[src/rx_lsr_pkg.sv]
// package: constants, register map and types for the receive line status block
package rx_lsr_pkg;
  // character storage
  localparam int DATA_W = 8;
  localparam int FIFO_DEPTH = 32;
  localparam int PTR_W = 5;
  localparam int CNT_W = 6;
  localparam logic [CNT_W-1:0] FIFO_CAP = 6'h20;
  localparam logic [CNT_W-1:0] HOLD_CAP = 6'h01;
  // register byte offsets
  localparam int ADDR_W = 8;
  localparam logic [ADDR_W-1:0] OFF_RX_DATA = 8'h00;
  localparam logic [ADDR_W-1:0] OFF_LINE_STATUS = 8'h04;
  localparam logic [ADDR_W-1:0] OFF_RX_CTRL = 8'h08;
  localparam logic [ADDR_W-1:0] OFF_INT_STATUS = 8'h0c;
  localparam logic [ADDR_W-1:0] OFF_INT_MASK = 8'h10;
  // receive_line_status bit positions (also event bit positions)
  localparam int BIT_DATA_READY = 0;
  localparam int BIT_OVERRUN = 1;
  localparam int BIT_PARITY_ERR = 2;
  localparam int BIT_FRAMING_ERR = 3;
  localparam int EV_W = 4;
  // control register bit positions and reset value
  localparam int BIT_FIFO_EN = 0;
  localparam int BIT_PARITY_EN = 1;
  localparam int BIT_PARITY_EVEN = 2;
  localparam int CTRL_W = 3;
  localparam logic [CTRL_W-1:0] CTRL_RESET = 3'h0;
  localparam logic [EV_W-1:0] EV_RESET = 4'h0;
  // axi4-lite responses
  localparam logic [1:0] RESP_OKAY = 2'h0;
  localparam logic [1:0] RESP_SLVERR = 2'h2;

  // one stored character with its own error tags
  typedef struct packed {
    logic framing_err;
    logic parity_err;
    logic [DATA_W-1:0] data;
  } rx_entry_t;
endpackage

[src/rx_char_fifo.sv]
// module: flip-flop receive character store with per-entry error tags
`timescale 1ns/1ps
`default_nettype none
module rx_char_fifo
  import rx_lsr_pkg::*;
(
  // clock and reset
  input wire logic mclk_i,
  input wire logic rst_b_i,
  // control
  input wire logic flush_i,
  input wire logic push_i,
  input wire rx_entry_t push_entry_i,
  input wire logic pop_i,
  // status
  output rx_entry_t head_o,
  output logic [CNT_W-1:0] count_o
);
  rx_entry_t mem_reg [FIFO_DEPTH];
  rx_entry_t mem_next [FIFO_DEPTH];
  logic [PTR_W-1:0] wr_ptr_reg, wr_ptr_next;
  logic [PTR_W-1:0] rd_ptr_reg, rd_ptr_next;
  logic [CNT_W-1:0] count_reg, count_next;
  logic do_push, do_pop;

  // caller guarantees push only while not full, pop only while not empty
  always_comb begin
    do_push = push_i && !flush_i;
    do_pop = pop_i && !flush_i && (count_reg != '0);
    mem_next = mem_reg;
    wr_ptr_next = wr_ptr_reg;
    rd_ptr_next = rd_ptr_reg;
    count_next = count_reg;
    if (flush_i) begin
      wr_ptr_next = '0;
      rd_ptr_next = '0;
      count_next = '0;
    end else begin
      if (do_push) begin
        mem_next[wr_ptr_reg] = push_entry_i;
        wr_ptr_next = wr_ptr_reg + 5'h01;
      end
      if (do_pop) begin
        rd_ptr_next = rd_ptr_reg + 5'h01;
      end
      if (do_push && !do_pop) begin
        count_next = count_reg + 6'h01;
      end else if (do_pop && !do_push) begin
        count_next = count_reg - 6'h01;
      end
    end
  end

  // pointers reset; storage needs no reset since count gates it
  always_ff @(posedge mclk_i or negedge rst_b_i) begin
    if (!rst_b_i) begin
      wr_ptr_reg <= '0;
      rd_ptr_reg <= '0;
      count_reg <= '0;
    end else begin
      wr_ptr_reg <= wr_ptr_next;
      rd_ptr_reg <= rd_ptr_next;
      count_reg <= count_next;
    end
  end

  always_ff @(posedge mclk_i) begin
    mem_reg <= mem_next;
  end

  assign head_o = mem_reg[rd_ptr_reg];
  assign count_o = count_reg;
endmodule
`default_nettype wire

[src/rx_line_status.sv]
// module: receive line status flags, receive store and axi4-lite register slave
// register map, one 32-bit word each, byte offsets from the package:
//   rx data       read pops the head character; empty reads return zero
//   line status   data ready, overrun, head parity and framing tags
//   control       fifo enable, parity enable, even parity select
//   int status    sticky events, write one to clear, set beats clear
//   int mask      same layout as int status
// control bits: 0 fifo enable (depth 32, else one holding slot),
//   1 parity check enable, 2 even parity (else odd)
// event bits: 0 character stored, 1 overrun, 2 stored character failed
//   parity, 3 stored character lacked its stop bit
// status bits 7:4 read as zero; transmit and break status live elsewhere
// irq is high while any unmasked event bit is set; status reads keep it
//
// bus: write address and data are taken together at one edge, a read
// address alone; each answer rises one edge later and stands until its
// ready. unmapped offsets answer slverr, read zero and change nothing.
//
// timing: a character lands in the shift register at its done edge and
// is stored one edge later, so a read taken two edges after done sees it.
// limitation: the full test ignores a same-cycle pop, so a read that
// frees room in the very cycle a character is judged does not save it.
// a mode switch flushes the store and drops a character pending then,
// without raising overrun; software should switch modes while idle.
// reset empties the store and leaves holding mode with parity off.
//
// The AXI4-Lite register port and the address map were left to the implementer.
`timescale 1ns/1ps
`default_nettype none
module rx_line_status
  import rx_lsr_pkg::*;
(
  // clock and reset
  input wire logic mclk_i,
  input wire logic rst_b_i,
  // finished characters from the deserialiser (same clock)
  input wire logic rx_char_done_i,
  input wire logic [DATA_W-1:0] rx_char_data_i,
  input wire logic rx_char_parity_i,
  input wire logic rx_char_stop_i,
  // axi4-lite write address and data
  input wire logic [ADDR_W-1:0] s_axi_awaddr,
  input wire logic s_axi_awvalid,
  output logic s_axi_awready,
  input wire logic [31:0] s_axi_wdata,
  input wire logic [3:0] s_axi_wstrb,
  input wire logic s_axi_wvalid,
  output logic s_axi_wready,
  // axi4-lite write response
  output logic [1:0] s_axi_bresp,
  output logic s_axi_bvalid,
  input wire logic s_axi_bready,
  // axi4-lite read
  input wire logic [ADDR_W-1:0] s_axi_araddr,
  input wire logic s_axi_arvalid,
  output logic s_axi_arready,
  output logic [31:0] s_axi_rdata,
  output logic [1:0] s_axi_rresp,
  output logic s_axi_rvalid,
  input wire logic s_axi_rready,
  // interrupt
  output logic irq_o
);

  // receive path state
  rx_entry_t shift_reg, shift_next;
  logic pending_reg, pending_next;
  logic overrun_reg, overrun_next;
  logic [CTRL_W-1:0] ctrl_reg, ctrl_next;
  logic [EV_W-1:0] int_status_reg, int_status_next;
  logic [EV_W-1:0] int_mask_reg, int_mask_next;
  // bus state
  // responses come from flip-flops; only the ready signals are combinational
  logic bvalid_reg, bvalid_next;
  logic [1:0] bresp_reg, bresp_next;
  logic rvalid_reg, rvalid_next;
  logic [1:0] rresp_reg, rresp_next;
  logic [31:0] rdata_reg, rdata_next;
  // store interface
  rx_entry_t head;
  logic [CNT_W-1:0] count;
  logic [CNT_W-1:0] capacity;
  logic store_full, push, pop, flush;

  // bus decode
  logic wr_take, rd_take, lsr_read;
  logic [31:0] wmask;
  logic [31:0] wdata_m;

  // status word and one-cycle event pulses
  logic data_ready;
  logic [7:0] line_status;
  logic [EV_W-1:0] events;

  // the store trusts its caller: push only with room, pop only with data
  // count is the fill level; capacity below decides how much of it is usable
  rx_char_fifo store (
    .mclk_i(mclk_i),
    .rst_b_i(rst_b_i),
    .flush_i(flush),
    .push_i(push),
    .push_entry_i(shift_reg),
    .pop_i(pop),
    .head_o(head),
    .count_o(count)
  );

  // holding register mode is simply a store of depth one
  always_comb begin
    capacity = ctrl_reg[BIT_FIFO_EN] ? FIFO_CAP : HOLD_CAP;
    // >= so a shrunk capacity can never let a push through
    store_full = (count >= capacity);
    data_ready = (count != '0);
    // bits 7:4 belong to transmit and break status kept elsewhere, read zero
    // tags only mean something while a character is at the head
    line_status = 8'h00;
    line_status[BIT_DATA_READY] = data_ready;
    line_status[BIT_OVERRUN] = overrun_reg;
    line_status[BIT_PARITY_ERR] = data_ready && head.parity_err;
    line_status[BIT_FRAMING_ERR] = data_ready && head.framing_err;
  end

  // bus handshakes: write takes address and data together, one at a time
  // no skid buffer: a lone address or data beat simply waits
  // a read is refused while its previous answer still stands
  always_comb begin
    wr_take = s_axi_awvalid && s_axi_wvalid && !bvalid_reg;
    rd_take = s_axi_arvalid && !rvalid_reg;
    s_axi_awready = wr_take;
    s_axi_wready = wr_take;
    s_axi_arready = rd_take;
    lsr_read = rd_take && (s_axi_araddr == OFF_LINE_STATUS);
    pop = rd_take && (s_axi_araddr == OFF_RX_DATA) && data_ready;
    wmask = {{8{s_axi_wstrb[3]}}, {8{s_axi_wstrb[2]}}, {8{s_axi_wstrb[1]}}, {8{s_axi_wstrb[0]}}};
    wdata_m = s_axi_wdata & wmask;
  end

  // receive path: capture, then transfer one cycle later unless full
  always_comb begin
    shift_next = shift_reg;
    // pending lasts one cycle: the edge after capture decides store or overrun
    pending_next = 1'b0;
    // transfer only with room; otherwise the character is lost and the
    // stored ones stay untouched
    push = pending_reg && !store_full && !flush;
    overrun_next = overrun_reg;
    events = EV_RESET;
    if (rx_char_done_i) begin
      // a newer character always replaces the shift contents
      shift_next.data = rx_char_data_i;
      shift_next.framing_err = !rx_char_stop_i;
      // parity covers all eight data bits plus the received parity bit
      shift_next.parity_err = ctrl_reg[BIT_PARITY_EN]
        && ((^{rx_char_data_i, rx_char_parity_i}) ^ !ctrl_reg[BIT_PARITY_EVEN]);
      pending_next = 1'b1;
    end
    // cleared by a status read; a new overrun in that cycle still wins
    if (lsr_read) begin
      overrun_next = 1'b0;
    end
    if (pending_reg && store_full && !flush) begin
      overrun_next = 1'b1;
      events[BIT_OVERRUN] = 1'b1;
    end
    // event pulses carry the tags of the character entering the store
    if (push) begin
      events[BIT_DATA_READY] = 1'b1;
      events[BIT_PARITY_ERR] = shift_reg.parity_err;
      events[BIT_FRAMING_ERR] = shift_reg.framing_err;
    end
  end

  // register writes; the line status offset has no write target
  always_comb begin
    ctrl_next = ctrl_reg;
    int_mask_next = int_mask_reg;
    int_status_next = int_status_reg;
    // flush is a one-cycle pulse, raised only by a mode change
    flush = 1'b0;
    bvalid_next = bvalid_reg && !s_axi_bready;
    bresp_next = bresp_reg;
    if (wr_take) begin
      bvalid_next = 1'b1;
      bresp_next = RESP_OKAY;
      unique case (s_axi_awaddr)
        // a write without byte lane 0 leaves control alone
        OFF_RX_CTRL: begin
          if (s_axi_wstrb[0]) begin
            ctrl_next = s_axi_wdata[CTRL_W-1:0];
            // mode change discards stored characters
            flush = (s_axi_wdata[BIT_FIFO_EN] != ctrl_reg[BIT_FIFO_EN]);
          end
        end
        OFF_INT_MASK: begin
          if (s_axi_wstrb[0]) begin
            int_mask_next = s_axi_wdata[EV_W-1:0];
          end
        end
        // only bits under a set strobe are cleared
        OFF_INT_STATUS: begin
          int_status_next = int_status_reg & ~wdata_m[EV_W-1:0];
        end
        OFF_LINE_STATUS, OFF_RX_DATA: begin
          bresp_next = RESP_OKAY;
        end
        default: begin
          bresp_next = RESP_SLVERR;
        end
      endcase
    end
    // set after clear so an event in the clearing cycle is kept
    int_status_next = int_status_next | events;
  end

  // read data mux, registered into the response
  always_comb begin
    // rvalid drops at the edge that finds rready
    rvalid_next = rvalid_reg && !s_axi_rready;
    rresp_next = rresp_reg;
    rdata_next = rdata_reg;
    if (rd_take) begin
      rvalid_next = 1'b1;
      rresp_next = RESP_OKAY;
      rdata_next = 32'h0000_0000;
      // rx data returns the head as it stands at the taking edge
      unique case (s_axi_araddr)
        OFF_RX_DATA: rdata_next = {24'h000000, data_ready ? head.data : 8'h00};
        OFF_LINE_STATUS: rdata_next = {24'h000000, line_status};
        OFF_RX_CTRL: rdata_next = {29'h0, ctrl_reg};
        OFF_INT_STATUS: rdata_next = {28'h0000000, int_status_reg};
        OFF_INT_MASK: rdata_next = {28'h0000000, int_mask_reg};
        default: rresp_next = RESP_SLVERR;
      endcase
    end
  end

  // receive path registers; the shift register is reset so stale tags
  // can never leak into a status read
  always_ff @(posedge mclk_i or negedge rst_b_i) begin
    if (!rst_b_i) begin
      shift_reg <= '0;
      pending_reg <= 1'b0;
      overrun_reg <= 1'b0;
    end else begin
      shift_reg <= shift_next;
      pending_reg <= pending_next;
      overrun_reg <= overrun_next;
    end
  end

  // control, interrupt and write response registers; reset leaves
  // holding mode, parity off and every event masked
  always_ff @(posedge mclk_i or negedge rst_b_i) begin
    if (!rst_b_i) begin
      ctrl_reg <= CTRL_RESET;
      int_status_reg <= EV_RESET;
      int_mask_reg <= EV_RESET;
      bvalid_reg <= 1'b0;
      bresp_reg <= RESP_OKAY;
    end else begin
      ctrl_reg <= ctrl_next;
      int_status_reg <= int_status_next;
      int_mask_reg <= int_mask_next;
      bvalid_reg <= bvalid_next;
      bresp_reg <= bresp_next;
    end
  end

  // read response registers; rdata is held until the edge that finds rready
  always_ff @(posedge mclk_i or negedge rst_b_i) begin
    if (!rst_b_i) begin
      rvalid_reg <= 1'b0;
      rresp_reg <= RESP_OKAY;
      rdata_reg <= 32'h0000_0000;
    end else begin
      rvalid_reg <= rvalid_next;
      rresp_reg <= rresp_next;
      rdata_reg <= rdata_next;
    end
  end

  // outputs
  assign s_axi_bvalid = bvalid_reg;
  assign s_axi_bresp = bresp_reg;
  assign s_axi_rvalid = rvalid_reg;
  assign s_axi_rresp = rresp_reg;
  assign s_axi_rdata = rdata_reg;
  // a level of registered bits only, so bus inputs cannot glitch it
  assign irq_o = |(int_status_reg & int_mask_reg);
endmodule
`default_nettype wire

[config.mk]
export PLATFORM = sky130hd
export DESIGN_NAME = rx_line_status
export DESIGN_NICKNAME = d
export VERILOG_FILES = /design/src/rx_lsr_pkg.sv /design/src/rx_char_fifo.sv /design/src/rx_line_status.sv
export SDC_FILE = /design/constraint.sdc
export NUM_CORES = 1
export LEC_CHECK = 0
export BUFFER_PORTS_ARGS = -buffer_cell sky130_fd_sc_hd__buf_4
export CAP_MARGIN = 5
export CORE_ASPECT_RATIO = 1.25
export CORE_MARGIN = 5
export CORE_UTILIZATION = 54
export CTS_CLUSTER_DIAMETER = 60
export CTS_CLUSTER_SIZE = 24
export DETAILED_ROUTE_END_ITERATION = 8
export PLACE_DENSITY = 0.82
export SLEW_MARGIN = 5
export SYNTH_ARGS = -nofsm -noshare
export SYNTH_HDL_FRONTEND = slang
export SYNTH_SLANG_ARGS = --single-unit
[constraint.sdc]
create_clock -name mclk_i -period 2.9 [get_ports mclk_i]
set_input_delay 0.29 -clock mclk_i [delete_from_list [all_inputs] [get_ports mclk_i]]
set_output_delay 0.29 -clock mclk_i [all_outputs]
set_load 0.02 [all_outputs]
==> impl_metrics.toml <==
[logic_synthesis]
yosysUniqueCellTypes = 51
yosysSeqAreaShare_pct = 71.3
synth_area_per_cell_um2 = 18.4
syn_inst = 829
synthMostInstantiatedCell = "edfxtp_1"
synth_common_cells = "320 x edfxtp_1, 84 x mux4_2, 53 x nor2_1, 51 x dfrtp_1, 36 x mux2i_1"
async_reset_ff_share_pct = 13.7
synth_area_um2 = 15300
synth_edf_count = 320
synth_area_leaders = "edfxtp_1 63%, mux4_2 12%, dfrtp_1 8.4%"
yosysTopAreaCell = "edfxtp_1"
ys.flop_type = "edfxtp_1"
synth_top_area_share_pct = 62.9
synth_seq_cells = 371
synth_warnings = 0

[timing]
rsz0062_at_grt = "true"
drv_slew = 0
min_period_ns = 2.86
layout_setup_ws_ns = 0.0442
setup_violations = 0
tns_ns = 0
maxSlewHeadroom_pct = 22.7
fmax_mhz = 350
worst_pin_slew_ns = 1.16
fin_hold_ws_ns = 0.0191
hold_viol = 0
skew_ns = 0.0203
fin_crit_sh_pct = 98.5

[outcome]
status = "completed"

[cts]
tritoncts = "yes"
cts_buffer_depth = 3
htree_levels = 1
clkTransAtPathRegs_ns = 0.09
cts_num_sinks = 371
clk_latency_ns = 0.53
cts_root_buf = "clkbuf_16"
cts_buffers = 21

[cells_and_area]
fillers = 1844
design_area_um2 = 17300
drive_gt1_share_pct = 29.6
fin_util_pct = 62.4
final_cells = 1322
largest_reg_flops = 320
fin_nets = 1040
num_antenna_cells = 0
area_delta_synth_final_pct = 13.3

[critical_path]
crit_fanout = 4
arrival_ns = 3.31
path_class = "flop to flop"
worstSetupEndpointType = "flop"
crit_path_top_delay_cell = "dfrtp_1"
cp_data_required_time_ns = 3.36
path_cells = "inv_2 -> ha_4 -> nand3b_1 -> a211o_4 -> nor2_4 -> nand2_4 -> ha_4 -> nand2_2 -> o211ai_1 -> a21oi_2 -> or3_4 -> a21o_1 -> a21oi_2"
start_kind = "flop"
slowest_delay_ns = 0.41

[die]
die_y_um = 198
initial_core_util_pct = 55.1
die-area_um2 = 31800
num_io_pins = 112
rows = 68
die_w_um = 160
core_area_um2 = 27700

[run]
drv_cap = 0

[global_route]
gr-total-overflow = 0
grtUsageTotal_pct = 20.6
grt_pass1_vias = 8461
grt_pass1_wl_um = 49800
grt_max_degree = 52
antenna_found_initial = 0

[detailed_routing]
avgRoutedWirePerCell_um = 24.7
routed-wl-met3_um = 2240
ant_nets = 0
drtPass1Iterations = 5
wl_um = 32600
vias = 8080
viasPerCell = 6.11
drt_iter0_drc = 955
drc = 0
wl_met1_um = 12300
top_layer_used = "met4"
route.met2.wl_um = 16900

[placement]
pre_cts_ws_ns = -0.0453
placed_cell_area_um2 = 16500
placed_cells = 1272
place.port_buffers = 54
hpwlAfterDp_um = 21100
place_congestion = 0.840

[power_and_ir_drop]
ir_worst_vdd_mv = 0.373
power_mw = 11.1
p_leak_nw = 5.79
p_per_area_nw_per_um2 = 644

[worst_hold_path]
min_path_type = "input pin to flop"
report_power, final:
| part | leakage [nW] | switching, mW | internal (mW) |
|---|---|---|---|
| clock | 0.306 | 1.70 | 1.41 |
| combinational | 1.98 | 0.818 | 0.716 |
| sequential | 3.51 | 0.351 | 6.16 |
kinds of logic (layout without fill, tap and decap cells):
kind of cell / Yosys count / in the layout / synth area share (%)
simple gates: 139 / 139 / 4.50
other cells: 1 / 26 / 0.0245
xor+xnor: 22 / 22 / 1.38
flops: 371 / 371 / 71.3
buf+inv: 76 / 194 / 2.95
fa+ha+maj: 12 / 12 / 1.03
mux: 134 / 134 / 15.8
compound gates: 74 / 74 / 3.09
per-layer routing:
layer / vias up / GRT usage, %
met2: 375 / 36.3
met1: 4179 / 26.4
met3: 63 / 2.83
li1: 3463 / -
met5: - / 0
met4: 0 / 7.49
final cells by class:
| type | instances | area, um^2 | share of cell area (%) |
|---|---|---|---|
| multi-input cells | 407 | 4130 | 23.8 |
| clock buffers | 31 | 563 | 3.25 |
| inverters | 15 | 56.3 | 0.325 |
| flip-flops and latches | 371 | 10900 | 62.9 |
| repair buffers | 142 | 1160 | 6.69 |
| well taps | 350 | 438 | 2.53 |
| clock inverters | 6 | 75.1 | 0.434 |
repair_timing:
action	in CTS	in global routing
endpoints found under the hold margin	57	0
pin swaps	0	8
buffers inserted	1	5
hold buffers	7	0
setup endpoints to repair	1	2
resized for setup	3	11
placed cells by master (no fill, tap or decap), types with 8 or more instances in the layout:
cell type	count
dfrtp_1	48
a21oi_1	12
clkbuf_16	21
o21ai_0	20
o22ai_1	8
conb_1	26
clkbuf_1	10
nor2_1	52
mux4_2	84
edfxtp_1	320
mux2_2	14
buf_4	129
nand3_1	15
inv_1	13
nand2_1	29
mux2i_1	36
xnor2_1	15
worst max-delay path: cells and delay by family, from the launching register on:
kind / cells / cell delay (ns)
buf+inv: 1 / 0.10
flops: 1 / 0.41
simple gates: 5 / 0.81
compound gates: 5 / 0.96
fa+ha+maj: 2 / 0.50
path summary, 6_finish.rpt:
path,startpoint,end,slack [ns],depth (start not counted)
setup / recovery,ctrl_reg[0],store.count_o[5],0.04,13
hold / removal,rx_char_data_i[3],shift_reg[3],0.02,2
setup reg to reg,ctrl_reg[0],store.count_o[5],0.04,13
hold reg to reg,overrun_reg,overrun_reg,0.49,1
max in group asynchronous,rst_b_i,store.rd_ptr_reg[1],2.02,2
min in group asynchronous,rst_b_i,store.count_o[5],0.35,2
Note: power is estimated with default switching activity, not from simulation.
